`src/logic/port_params.svh`:
```
// offsets, field positions and reset values of the port register bank
`ifndef PORT_PARAMS_SVH
`define PORT_PARAMS_SVH
`define OFS_LOOP_W0   32'h2008_4600
`define OFS_LOOP_W1   32'h2008_4604
`define OFS_LOOP_W2   32'h2008_4608
`define OFS_RX_PTR    32'h2008_463C
`define OFS_TX_PTR    32'h2008_4640
`define OFS_SVC_CTRL  32'h2008_4644
`define OFS_DIAG_CTRL 32'h2008_4654
`define OFS_MCLK      32'h2008_4658
`define OFS_IO_CLEAR  32'h2008_4660
`define SVC_EN_BIT    15
`define DIAG_MCLK_BIT 0
`define DIAG_EXT_BIT  1
`define DIAG_DRV_BIT  2
`define DIAG_INT_BIT  3
`define PTR_LSB       1
`define PTR_MSB       15
`define PTR_RESET     15'h0000
`define DIAG_RESET    4'h0
`define LOOP_RESET    9'h000
`endif

```
`src/logic/port_pkg.sv`:
```
// shared types of the port register bank
package port_pkg;
    typedef logic [14:0] ptr_field_t;   // buffer address bits 17:3
    typedef logic [3:0]  diag_t;        // diagnostic mode bits
    typedef enum logic [3:0] {
        SEL_NONE = 4'h0,
        SEL_W0   = 4'h1,
        SEL_W1   = 4'h2,
        SEL_W2   = 4'h3,
        SEL_RXP  = 4'h4,
        SEL_TXP  = 4'h5,
        SEL_SVC  = 4'h6,
        SEL_DIAG = 4'h7,
        SEL_MCLK = 4'h8,
        SEL_IOC  = 4'h9
    } reg_sel_t;
endpackage : port_pkg

```
`src/logic/ptr_if.sv`:
```
// link between a list pointer register and the port controller
interface ptr_if;
    import port_pkg::*;
    logic       reload;    // transaction complete pulse
    ptr_field_t thread;    // thread word of the finished buffer
    ptr_field_t ptr;       // current pointer field
    logic       list_end;  // pointer is zero
    modport store (input reload, input thread, output ptr, output list_end);
    modport ctl   (output reload, output thread, input ptr, input list_end);
endinterface : ptr_if

```
`src/logic/list_ptr_reg.sv`:
```
// one list pointer register with guarded processor write and reload
`include "port_params.svh"
module list_ptr_reg
    import port_pkg::*;
(
    input  wire logic       clk,
    input  wire logic       rst_n,
    input  wire logic       clear,
    input  wire logic       wr_req,
    input  wire ptr_field_t wr_data,
    input  wire logic       svc_en,
    ptr_if.store            p
);
    ptr_field_t ptr_r;     // stored pointer field
    ptr_field_t ptr_nxt;   // next pointer field
    logic       wr_ok;     // processor write allowed

    // judged on the value held before this write
    assign wr_ok = wr_req && ((ptr_r == `PTR_RESET) || !svc_en);

    // clear beats reload, reload beats a processor write
    always_comb begin
        if (clear) begin
            ptr_nxt = `PTR_RESET;
        end else if (p.reload) begin
            ptr_nxt = p.thread;
        end else if (wr_ok) begin
            ptr_nxt = wr_data;
        end else begin
            ptr_nxt = ptr_r;
        end
    end

    // pointer storage
    always_ff @(posedge clk or negedge rst_n) begin
        if (!rst_n) begin
            ptr_r <= `PTR_RESET;
        end else begin
            ptr_r <= ptr_nxt;
        end
    end

    assign p.ptr      = ptr_r;
    assign p.list_end = (ptr_r == `PTR_RESET);

    wr_block_a: assert property (@(posedge clk) disable iff (!rst_n)
        (wr_req && svc_en && ptr_r != `PTR_RESET && !clear && !p.reload)
        |=> ptr_r == $past(ptr_r))
        else $error("guarded pointer write was not ignored");
    reload_a: assert property (@(posedge clk) disable iff (!rst_n)
        (p.reload && !clear) |=> ptr_r == $past(p.thread))
        else $error("pointer did not take thread word");
    ptr_clear_a: assert property (@(posedge clk) disable iff (!rst_n)
        clear |=> (p.list_end && ptr_r == `PTR_RESET))
        else $error("pointer not cleared");
    list_end_a: assert property (@(posedge clk) disable iff (!rst_n)
        p.list_end == (p.ptr == `PTR_RESET))
        else $error("end of list flag wrong");
endmodule : list_ptr_reg

```
`src/logic/storage_port_regs.sv`:
```
// list pointer and diagnostic control registers of the storage port
//
// Overview of operation
// receive pointer reloads thread word on completion
// transmit pointer reloads thread word on completion
// zero pointer marks end of list
// receive field bits 15:1 hold address 17:3
// transmit field bits 15:1 hold address 17:3
// pointer bit 0 reads zero, written zero
// pointer write only if zero or service off
// pointers clear on reset, power loss, io clear
// pointer bits 31:16 unused, writes ignored
// internal loopback feeds loopback words inward
// software keeps external loopback off then
// driver enable bit, zero after reset
// external loopback words drive bus lines directly
// manual clock pulses per clock register write
// diagnostic bits clear on all resets
// diagnostic bits 31:4 unused, writes ignored
// software uses diagnostics only for test
// write check uses pointer held before write
`include "port_params.svh"
module storage_port_regs
    import port_pkg::*;
#(
    parameter int LOOP_W = 9            // width of each loopback word
)(
    input  wire logic                CLK_SYS,
    input  wire logic                RESETN,
    input  wire logic                PSEL,
    input  wire logic                PENABLE,
    input  wire logic                PWRITE,
    input  wire logic [31:0]         PADDR,
    input  wire logic [31:0]         PWDATA,
    output logic      [31:0]         PRDATA,
    output logic                     PREADY,
    output logic                     PSLVERR,
    input  wire logic                DC_POWER_GOOD,
    input  wire logic                PWR_FAIL_CLEAR_INHIBIT,
    input  wire logic                RX_DONE,
    input  wire ptr_field_t          RX_THREAD,
    output ptr_field_t               RX_BUF_ADDR,
    output logic                     RX_LIST_END,
    input  wire logic                TX_DONE,
    input  wire ptr_field_t          TX_THREAD,
    output ptr_field_t               TX_BUF_ADDR,
    output logic                     TX_LIST_END,
    output logic                     INTERNAL_LOOPBACK,
    output logic                     EXTERNAL_LOOPBACK,
    output logic                     DRIVER_ENABLE,
    output logic                     MANUAL_CLOCK_MODE,
    output logic                     MANUAL_CLOCK_PULSE,
    output logic [3*LOOP_W-1:0]      TEST_VECTOR,
    output logic [3*LOOP_W-1:0]      BUS_DIRECT
);
    // bus decode
    logic        setup;                // first cycle of a transfer
    logic        access;               // access phase
    logic        wr_en;                // write takes effect this edge
    reg_sel_t    sel;                  // register addressed
    logic        wr_rxp;               // write to receive pointer
    logic        wr_txp;               // write to transmit pointer
    logic        wr_svc;               // write to service control
    logic        wr_diag;              // write to diagnostic control
    logic        wr_mclk;              // write to clock pulse register
    logic        wr_ioc;               // write to io clear register
    logic        clear_now;            // synchronous clear of the bank
    ptr_field_t  wr_ptr;               // pointer field from write data

    // registers
    logic              svc_en_r;       // port service enable
    diag_t             diag_r;         // diagnostic mode bits
    diag_t             diag_nxt;
    logic [LOOP_W-1:0] loop_r [3];     // loopback words 0..2
    logic [31:0]       rdata_r;        // read data, caught in setup
    logic [31:0]       rdata_nxt;
    logic              mclk_r;         // manual clock pulse
    logic [3*LOOP_W-1:0] words;        // loopback words packed
    logic [3*LOOP_W-1:0] tvec_r;       // inward test vector
    logic [3*LOOP_W-1:0] bdir_r;       // direct bus drive

    // power good filter
    logic        pgood_s1;             // first stage, feeds s2 only
    logic        pgood_s2;
    logic        pgood_s3;
    logic        pgood_f;              // accepted level
    logic        pgood_fall;           // accepted negation

    ptr_if rx_link ();
    ptr_if tx_link ();

    // apb phases; zero wait states, so pready is constant high
    assign setup   = PSEL && !PENABLE;
    assign access  = PSEL && PENABLE;
    assign wr_en   = access && PWRITE;
    assign PREADY  = 1'b1;
    assign PSLVERR = access && (sel == SEL_NONE);
    assign PRDATA  = rdata_r;

    // address decode on the full word address
    assign sel = (PADDR == `OFS_LOOP_W0)   ? SEL_W0   :
                 (PADDR == `OFS_LOOP_W1)   ? SEL_W1   :
                 (PADDR == `OFS_LOOP_W2)   ? SEL_W2   :
                 (PADDR == `OFS_RX_PTR)    ? SEL_RXP  :
                 (PADDR == `OFS_TX_PTR)    ? SEL_TXP  :
                 (PADDR == `OFS_SVC_CTRL)  ? SEL_SVC  :
                 (PADDR == `OFS_DIAG_CTRL) ? SEL_DIAG :
                 (PADDR == `OFS_MCLK)      ? SEL_MCLK :
                 (PADDR == `OFS_IO_CLEAR)  ? SEL_IOC  : SEL_NONE;

    // write strobes, one per register other than the loopback words
    assign wr_rxp  = wr_en && (sel == SEL_RXP);
    assign wr_txp  = wr_en && (sel == SEL_TXP);
    assign wr_svc  = wr_en && (sel == SEL_SVC);
    assign wr_diag = wr_en && (sel == SEL_DIAG);
    assign wr_mclk = wr_en && (sel == SEL_MCLK);
    assign wr_ioc  = wr_en && (sel == SEL_IOC);

    // bit 0 and bits 31:16 are dropped on write
    assign wr_ptr = PWDATA[`PTR_MSB:`PTR_LSB];

    // any io clear write, or power loss while not inhibited
    assign clear_now = wr_ioc || (pgood_fall && !PWR_FAIL_CLEAR_INHIBIT);

    // power good crosses in; a change counts when s2 and s3 agree
    assign pgood_fall = (pgood_s2 == pgood_s3) && !pgood_s2 && pgood_f;

    // power good synchroniser; starts high so release is quiet
    always_ff @(posedge CLK_SYS or negedge RESETN) begin
        if (!RESETN) begin
            pgood_s1 <= 1'b1;
            pgood_s2 <= 1'b1;
            pgood_s3 <= 1'b1;
            pgood_f  <= 1'b1;
        end else begin
            pgood_s1 <= DC_POWER_GOOD;
            pgood_s2 <= pgood_s1;
            pgood_s3 <= pgood_s2;
            if (pgood_s2 == pgood_s3) begin
                pgood_f <= pgood_s3;
            end
        end
    end

    // controller side of the pointer links
    assign rx_link.reload = RX_DONE;
    assign rx_link.thread = RX_THREAD;
    assign tx_link.reload = TX_DONE;
    assign tx_link.thread = TX_THREAD;
    assign RX_BUF_ADDR    = rx_link.ptr;
    assign TX_BUF_ADDR    = tx_link.ptr;
    assign RX_LIST_END    = rx_link.list_end;
    assign TX_LIST_END    = tx_link.list_end;

    // receive list pointer
    list_ptr_reg u_rx_ptr (
        .clk     (CLK_SYS),
        .rst_n   (RESETN),
        .clear   (clear_now),
        .wr_req  (wr_rxp),
        .wr_data (wr_ptr),
        .svc_en  (svc_en_r),
        .p       (rx_link.store)
    );

    // transmit list pointer
    list_ptr_reg u_tx_ptr (
        .clk     (CLK_SYS),
        .rst_n   (RESETN),
        .clear   (clear_now),
        .wr_req  (wr_txp),
        .wr_data (wr_ptr),
        .svc_en  (svc_en_r),
        .p       (tx_link.store)
    );

    // diagnostic bits; upper write bits have no effect
    always_comb begin
        if (clear_now) begin
            diag_nxt = `DIAG_RESET;
        end else if (wr_diag) begin
            diag_nxt = PWDATA[3:0];
        end else begin
            diag_nxt = diag_r;
        end
    end

    // control registers
    always_ff @(posedge CLK_SYS or negedge RESETN) begin
        if (!RESETN) begin
            diag_r   <= `DIAG_RESET;
            svc_en_r <= 1'b0;
        end else begin
            diag_r   <= diag_nxt;
            svc_en_r <= clear_now ? 1'b0 : (wr_svc ? PWDATA[`SVC_EN_BIT] : svc_en_r);
        end
    end

    // loopback words; cleared too, so tests start from a known value
    always_ff @(posedge CLK_SYS or negedge RESETN) begin
        if (!RESETN) begin
            for (int i = 0; i < 3; i++) begin
                loop_r[i] <= LOOP_W'(`LOOP_RESET);
            end
        end else begin
            for (int i = 0; i < 3; i++) begin
                if (clear_now) begin
                    loop_r[i] <= LOOP_W'(`LOOP_RESET);
                end else if (wr_en && (sel == reg_sel_t'(SEL_W0 + i))) begin
                    loop_r[i] <= PWDATA[LOOP_W-1:0];
                end
            end
        end
    end

    assign words = {loop_r[2], loop_r[1], loop_r[0]};

    // mode outputs straight from the control register; clock pulse and test paths from their own registers
    assign INTERNAL_LOOPBACK = diag_r[`DIAG_INT_BIT];
    assign EXTERNAL_LOOPBACK = diag_r[`DIAG_EXT_BIT];
    assign DRIVER_ENABLE     = diag_r[`DIAG_DRV_BIT];
    assign MANUAL_CLOCK_MODE = diag_r[`DIAG_MCLK_BIT];
    assign MANUAL_CLOCK_PULSE = mclk_r;
    assign TEST_VECTOR       = tvec_r;
    assign BUS_DIRECT        = bdir_r;

    // test paths registered, one cycle behind the words
    always_ff @(posedge CLK_SYS or negedge RESETN) begin
        if (!RESETN) begin
            tvec_r <= '0;
            bdir_r <= '0;
            mclk_r <= 1'b0;
        end else begin
            tvec_r <= diag_r[`DIAG_INT_BIT] ? words : '0;
            bdir_r <= diag_r[`DIAG_EXT_BIT] ? words : '0;
            mclk_r <= wr_mclk && diag_r[`DIAG_MCLK_BIT];
        end
    end

    // read mux; unused bits return zero
    always_comb begin
        rdata_nxt = '0;
        case (sel)
            SEL_W0:   rdata_nxt[LOOP_W-1:0] = loop_r[0];
            SEL_W1:   rdata_nxt[LOOP_W-1:0] = loop_r[1];
            SEL_W2:   rdata_nxt[LOOP_W-1:0] = loop_r[2];
            SEL_RXP:  rdata_nxt[`PTR_MSB:`PTR_LSB] = rx_link.ptr;
            SEL_TXP:  rdata_nxt[`PTR_MSB:`PTR_LSB] = tx_link.ptr;
            SEL_SVC:  rdata_nxt[`SVC_EN_BIT] = svc_en_r;
            SEL_DIAG: rdata_nxt[3:0] = diag_r;
            default:  rdata_nxt = '0;
        endcase
    end

    // read data caught in the setup cycle, shown through access
    always_ff @(posedge CLK_SYS or negedge RESETN) begin
        if (!RESETN) begin
            rdata_r <= '0;
        end else if (setup) begin
            rdata_r <= rdata_nxt;
        end
    end

    drv_clear_a: assert property (@(posedge CLK_SYS) disable iff (!RESETN)
        clear_now |=> !DRIVER_ENABLE)
        else $error("driver enable survived clear");
    diag_clear_a: assert property (@(posedge CLK_SYS) disable iff (!RESETN)
        clear_now |=> (diag_r == `DIAG_RESET))
        else $error("diagnostic bits not cleared");
    mclk_pulse_a: assert property (@(posedge CLK_SYS) disable iff (!RESETN)
        MANUAL_CLOCK_PULSE == $past(wr_mclk && diag_r[`DIAG_MCLK_BIT]))
        else $error("manual clock pulse wrong");
    ptr_bit0_a: assert property (@(posedge CLK_SYS) disable iff (!RESETN)
        (access && !PWRITE && (sel == SEL_RXP || sel == SEL_TXP)) |-> !PRDATA[0])
        else $error("pointer bit 0 read as one");
    ptr_upper_a: assert property (@(posedge CLK_SYS) disable iff (!RESETN)
        (access && !PWRITE && (sel == SEL_RXP || sel == SEL_TXP)) |-> PRDATA[31:16] == 16'h0000)
        else $error("pointer upper bits not zero");
    int_loop_a: assert property (@(posedge CLK_SYS) disable iff (!RESETN)
        $past(diag_r[`DIAG_INT_BIT]) |-> TEST_VECTOR == $past(words))
        else $error("test vector does not follow words");
    ext_drive_a: assert property (@(posedge CLK_SYS) disable iff (!RESETN)
        ##1 (BUS_DIRECT != '0) |-> $past(diag_r[`DIAG_EXT_BIT]))
        else $error("bus driven outside external loopback");

    // read path follows the stored state; clears reach the pointers and service enable
    rx_field_rd_a: assert property (@(posedge CLK_SYS) disable iff (!RESETN)
        (setup && sel == SEL_RXP) |=> PRDATA[`PTR_MSB:`PTR_LSB] == $past(RX_BUF_ADDR))
        else $error("receive pointer field read wrong");
    tx_field_rd_a: assert property (@(posedge CLK_SYS) disable iff (!RESETN)
        (setup && sel == SEL_TXP) |=> PRDATA[`PTR_MSB:`PTR_LSB] == $past(TX_BUF_ADDR))
        else $error("transmit pointer field read wrong");
    diag_rd_a: assert property (@(posedge CLK_SYS) disable iff (!RESETN)
        (setup && sel == SEL_DIAG) |=> PRDATA == {28'h000_0000, $past(diag_r)})
        else $error("diagnostic bits read wrong");
    pfail_clear_a: assert property (@(posedge CLK_SYS) disable iff (!RESETN)
        (pgood_fall && !PWR_FAIL_CLEAR_INHIBIT) |=> (RX_LIST_END && TX_LIST_END))
        else $error("power loss did not clear pointers");
    idle_vector_a: assert property (@(posedge CLK_SYS) disable iff (!RESETN)
        !$past(diag_r[`DIAG_INT_BIT]) |-> TEST_VECTOR == '0)
        else $error("test vector driven outside internal loopback");
    svc_clear_a: assert property (@(posedge CLK_SYS) disable iff (!RESETN)
        clear_now |=> !svc_en_r)
        else $error("service enable survived clear");
endmodule : storage_port_regs

```
`config.mk`:
```
export PLATFORM = sky130hd
export DESIGN_NAME = storage_port_regs
export DESIGN_NICKNAME = d
export VERILOG_FILES = /design/src/logic/port_pkg.sv /design/src/logic/ptr_if.sv /design/src/logic/list_ptr_reg.sv /design/src/logic/storage_port_regs.sv
export VERILOG_INCLUDE_DIRS = /design/src /design/src/logic
export SDC_FILE = /design/constraint.sdc
export NUM_CORES = 1
export LEC_CHECK = 0
export ABC_AREA = 1
export BUFFER_PORTS_ARGS = -buffer_cell sky130_fd_sc_hd__buf_2
export CORE_UTILIZATION = 51
export CTS_CLUSTER_SIZE = 25
export DETAILED_ROUTE_END_ITERATION = 10
export HOLD_SLACK_MARGIN = 0.1
export PLACE_DENSITY_LB_ADDON = 0.12
export SETUP_SLACK_MARGIN = 0.2
export SLEW_MARGIN = 10
export SYNTH_ARGS = -nofsm -noshare
export SYNTH_HDL_FRONTEND = slang
export SYNTH_SLANG_ARGS = --single-unit
```
`constraint.sdc`:
```
create_clock -name CLK_SYS -period 2.1 [get_ports CLK_SYS]
set_input_delay 0.42 -clock CLK_SYS [delete_from_list [all_inputs] [get_ports CLK_SYS]]
set_output_delay 0.42 -clock CLK_SYS [all_outputs]
set_load 0.05 [all_outputs]
```
; After elaboration in Yosys (flattened, before gate mapping)
; Index checks and enable logic that the tools add are counted.
[totals]
in_bits = 103
word_cells = 102
regBits = 137
[op_classes]
n_mux = 32
n_eq_ne = 19
reduce_logical = 36
[ops]
columns = operator, count
row1 = 32-bit by 30-bit equality test with 1-bit output (second input constant), 9
row2 = 15-bit two-way mux, 6
row3 = 27-bit two-way mux, 2
row4 = 9-bit two-way mux, 6
row5 = 4-bit two-way mux, 11
row6 = 15-bit zero test, 2
row7 = 5-bit case mux with 5 select lines, 1
row8 = 1-bit logical AND, 19
row9 = 3-bit case mux with 6 select lines, 1
row10 = 4-bit by 3-bit equality test with 1-bit output (second input constant), 4
row11 = 6-bit case mux with 2 select lines, 1
row12 = 2-bit nonzero test, 5
row13 = 4-bit by 2-bit equality test with 1-bit output (second input constant), 2
row14 = 4-bit equality test (second input constant), 2
row15 = 3-bit nonzero test, 2
row16 = 4-bit by 1-bit equality test with 1-bit output (second input constant), 1
row17 = 1-bit zero test, 4
row18 = 4-bit zero test, 1
row19 = 1-bit case mux with 4 select lines, 1
row20 = 1-bit logical OR, 3
row21 = 1-bit case mux with 3 select lines, 1
row22 = 1-bit two-way mux, 2
row23 = 1-bit equality test, 1

; Longest topological paths before layout
[logic_depth]
word_depth = 16
mapped_depth = 13
ltp_nobuf = 12

; Modules after synthesis
; A second synthesis with hierarchy kept.
[unflattened]
hier_cells = 832
hier_area_um2 = 6857.8
[modules_own_cells]
columns = module, instances, cells_per_inst, seq_area_each_um2, area_per_inst_um2
row1 = storage_port_regs, 1, 598, 2682.6, 5028.6
row2 = list_ptr_reg, 2, 117, 375.4, 914.6

; Least setup slack after synthesis
; Ideal clock, no wire load.
[synth_timing]
kind = input to output
from = input PADDR[15]
to = output PSLVERR
required_time_ns = 1.680
n_path_buf = 0
arrival_ns = 1.780
path_slack_ns = -0.100
stages = 12
cell_sequence = inv_1 nand2_1 nor2_2 nand2_4 inv_2 nand2_1 nor2_1 o21ai_0 nand2_1 inv_1 nand3_1 nor2_1
[synth_via]
elab_chain_len = 12
[synth_rtl]
columns = item, line_no
row1 = start: declaration, storage_port_regs.sv:33  ; input wire logic [31:0] PADDR,
row2 = 32-bit by 30-bit equality test with 1-bit output (no source line), -
row3 = 4-bit two-way mux, storage_port_regs.sv:109  ; (PADDR == `OFS_IO_CLEAR) ? SEL_IOC : SEL_NONE;
row4 = 4-bit two-way mux, storage_port_regs.sv:108  ; (PADDR == `OFS_MCLK) ? SEL_MCLK :
row5 = 4-bit two-way mux, storage_port_regs.sv:107  ; (PADDR == `OFS_DIAG_CTRL) ? SEL_DIAG :
row6 = 4-bit two-way mux, storage_port_regs.sv:106  ; (PADDR == `OFS_SVC_CTRL) ? SEL_SVC :
row7 = 4-bit two-way mux, storage_port_regs.sv:105  ; (PADDR == `OFS_TX_PTR) ? SEL_TXP :
row8 = 4-bit two-way mux, storage_port_regs.sv:104  ; (PADDR == `OFS_RX_PTR) ? SEL_RXP :
row9 = 4-bit two-way mux, storage_port_regs.sv:103  ; (PADDR == `OFS_LOOP_W2) ? SEL_W2 :
row10 = 4-bit two-way mux, storage_port_regs.sv:102  ; (PADDR == `OFS_LOOP_W1) ? SEL_W1 :
row11 = 4-bit two-way mux *, storage_port_regs.sv:101  ; assign sel = (PADDR == `OFS_LOOP_W0) ? SEL_W0 :
row12 = 4-bit zero test *, storage_port_regs.sv:97  ; assign PSLVERR = access && (sel == SEL_NONE);
row13 = 1-bit logical AND *, storage_port_regs.sv:97
row14 = end: declaration, storage_port_regs.sv:37  ; output logic PSLVERR,
; Every way passes the cells marked *; elsewhere a longest branch is shown, timed or not.

; Worst setup path in the final report
[layout_timing]
from = input PADDR[28]
to = output PSLVERR
; Same word-level chain as after synthesis.

==> results_dict.tcl <==
set metrics [dict create \
    nNetsFinal 1256 \
    clk_pin_slew_ps 60 \
    p_total_mw 9.02 \
    h-tree-depth 4 \
    first_global_vias 6325 \
    drc 0 \
    maxCapViolCount 0 \
    dpl.hpwl_mm 13.7 \
    wirelength_mm 21.8 \
    place.gp.congestion 0.890 \
    slowest_stage "nor2_4" \
    start_util_pct 53.2 \
    worstReg2RegStart "pgood_s2" \
    violations "negative setup slack" \
    ys_seq_elements 137 \
    ys_seq_area_share_pct 50.1 \
    max_stage_delay_ps 190 \
    max_slew_margin_pct 65.7 \
    critPathKind "input pin to output pin" \
    fin_hold_ws_ps 336 \
    port_buffers 194 \
    die_h_um 118 \
    crit_required_ps 1680 \
    p_switching_mw 3.42 \
    worst-path-buf-inv 3 \
    hold_violations 0 \
    die_area_sq_mm 0.0139 \
    finalWorstSetupSlack_ps -57.4 \
    finalSetupTns_ps -57.4 \
    cp-end-kind "output pin" \
    cts.sinks 137 \
    cts_root_buf "clkbuf_16" \
    rsz0062_at_grt "true" \
    layout.cells.non_filler 1337 \
    hold_start "PWDATA[7]" \
    combPwrFrac_pct 29.7 \
    vias 7011 \
    synth_edf_count 0 \
    worstMarginPinSlew_ps 515 \
    internal_power_mw 5.60 \
    num_antenna_cells 0 \
    seq_power_share_pct 38.8 \
    ant_nets 0 \
    dr.pass1.iters 6 \
    cp_common_cell "nor2_4" \
    multi_input_area_sq_mm 0.00312 \
    worst_clock_skew_ps 8.33 \
    rrSetupSlack_ps 170 \
    cp_cell_sequence "buf_6 > inv_4 > nand2_4 > nor2_4 > nand2_2 > nor2_4 > nand3_1 > nand3_1 > nor2_2 > nand3_4 > nor2_4 > buf_8" \
    ys_types 37 \
    wl_per_cell_um 16.3 \
    leakage_nw 5.69 \
    synth_warnings 0 \
    period_share_pct 103 \
    synth_cells 865 \
    worst_hold_path_type "input pin to flip-flop" \
    grt_pass1_wl_mm 30.8 \
    peakVddDrop_mv 0.540 \
    layout_commonest_cell "nand2_1" \
    min_period_ps 2160 \
    synth_async_sr_flop_share_pct 100 \
    powerDensity_mw_per_mm2 913 \
    setup_viol 1 \
    grt_max_degree 53 \
    antenna_found_initial 0 \
    worst_ep_arrival_time_ps 1740 \
    core_sq_mm 0.0129 \
    place_inst 1239 \
    cts_buffer_depth 2 \
    insertion_delay_ps 420 \
    cts_tree "built" \
    syn_area_sq_mm 0.00685 \
    critPathLaunchType "input pin" \
    path_max_fanout 5 \
    switching_share_pct 37.9 \
    drive_above_1_share_pct 39.3 \
    ioPinCount 228 \
    outcome "finished with violations" \
    ff_latch_area_sq_mm 0.00344 \
    cts_buffers 17 \
    die_w_um 118 \
    overflow 0 \
    fill_cells 890 \
    path_delay_family "simple AND/OR/NAND/NOR gates" \
    grt_usage_pct 28.5 \
    vias_per_cell 5.24 \
    fp-row-count 41 \
    final_cell_mix "208 x nand2_1, 175 x buf_2, 131 x dfrtp_1" \
    p_clk_share_pct 31.5 \
    postSynthAreaPerCell_sq_um 7.92 \
    synth_ff_type "dfrtp_1" \
    area.growth.synth_to_final_pct 44.3 \
    postLayoutCoreUtil_pct 76.7 \
    timing.fmax_mhz 464 \
    finalMaxSlewViolations 0 \
    critPathLaunch "PADDR[28]" \
    drtIter0Drc 678 \
]
-- worst register-to-register path: stages (launching register included) --
cell and delay [ps]:
dfstp_2 520, inv_1 40, ha_1 180, nand3b_1 310, nand2_8 110, buf_12 160
nor2_4 200, buf_6 170, nand2_1 70, o21ai_1 90
-- worst paths after layout --
kind,end,cells past startpoint
max,PSLVERR,12
min,loop_r[7],3
max reg2reg,loop_r[20],9
min reg2reg,pgood_s2,0
max in group asynchronous,BUS_DIRECT[0],3
min in group asynchronous,BUS_DIRECT[21],2
-- cells in the mapped netlist, drive strengths merged, types with 2 or more instances --
master / instances / area, sq um
o22ai: 3 / 18.8
a21oi: 4 / 20.0
mux2i: 30 / 300
clkbuf: 9 / 33.8
nand4: 6 / 52.6
inv: 113 / 424
dfrtp: 133 / 3330
nand3b: 3 / 30.0
nand3: 66 / 340
o21ai: 73 / 369
dfstp: 4 / 105
buf: 37 / 245
nor3: 8 / 50.1
nor2: 113 / 494
a31oi: 4 / 25.0
conb: 2 / 7.51
nand2: 251 / 960
-- area by class of cell --
cell class                 instances  share of cell area, %
inverter                         114                   4.55
timing repair buffer             299                   21.3
clock buffer                      24                   4.67
tap                              172                   2.18
sequential                       137                   34.8
clock inverter                     8                  0.975
multi-input combinational        583                   31.6
-- sequential cells by signal (all words and copies together) (netlist names) --
signal              count
pgood_s1                1
diag_r                  4
u_tx_ptr.p.ptr         15
TEST_VECTOR            27
PRDATA                 16
pgood_s3                1
pgood_s2                1
pgood_f                 1
BUS_DIRECT             27
MANUAL_CLOCK_PULSE      1
svc_en_r                1
loop_r                 27
u_rx_ptr.p.ptr         15
-- metrics by stage --
step | worst slack, ps | instance area, sq um
floorplan | 231 | 6910
global placement | -66.0 | 8140
detailed placement | -95.7 | 8140
CTS | 85.7 | 9020
global route | -89.9 | 9880
finish | -57.4 | 9880
-- layer usage --
layer / vias to the layer above / track usage, % / wire, um
met1: 3218 / 35.2 / 8270
li1: 3255 / - / -
met4: 0 / 13.5 / 857
met2: 443 / 47.4 / 10900
met3: 95 / 6.30 / 1840
met5: - / 0 / 0
-- logic make-up (layout without fill, tap and decap cells) --
group	Yosys count	count (layout)	synth area share, %
and+or+nand+nor	449	449	28.3
AOI/OAI and AO/OA	86	86	6.54
muxes	30	30	4.39
other	2	17	0.110
adders and majority gates	1	1	0.183
buffers and inverters	160	445	10.3
DFF	137	137	50.1
-- power by group through the flow --
stage | logic [mW] | registers, mW | clock network, mW
after floorplan | 0.717 | 4.43 | 0
after global placement | 2.32 | 3.52 | 0
after detailed placement | 2.35 | 3.52 | 0
after CTS | 2.46 | 3.47 | 2.86
after global routing | 2.86 | 3.54 | 3.00
final | 2.68 | 3.50 | 2.84
-- repair_timing --
action	4_1_cts	5_1_grt
hold buffers	2	0
endpoints found under the setup margin	3	79
gates cloned	0	12
setup buffers	29	23
pin swaps	25	52
gates resized for setup	36	207
hold endpoints to repair	46	0
(Power assumes the default switching activity.)
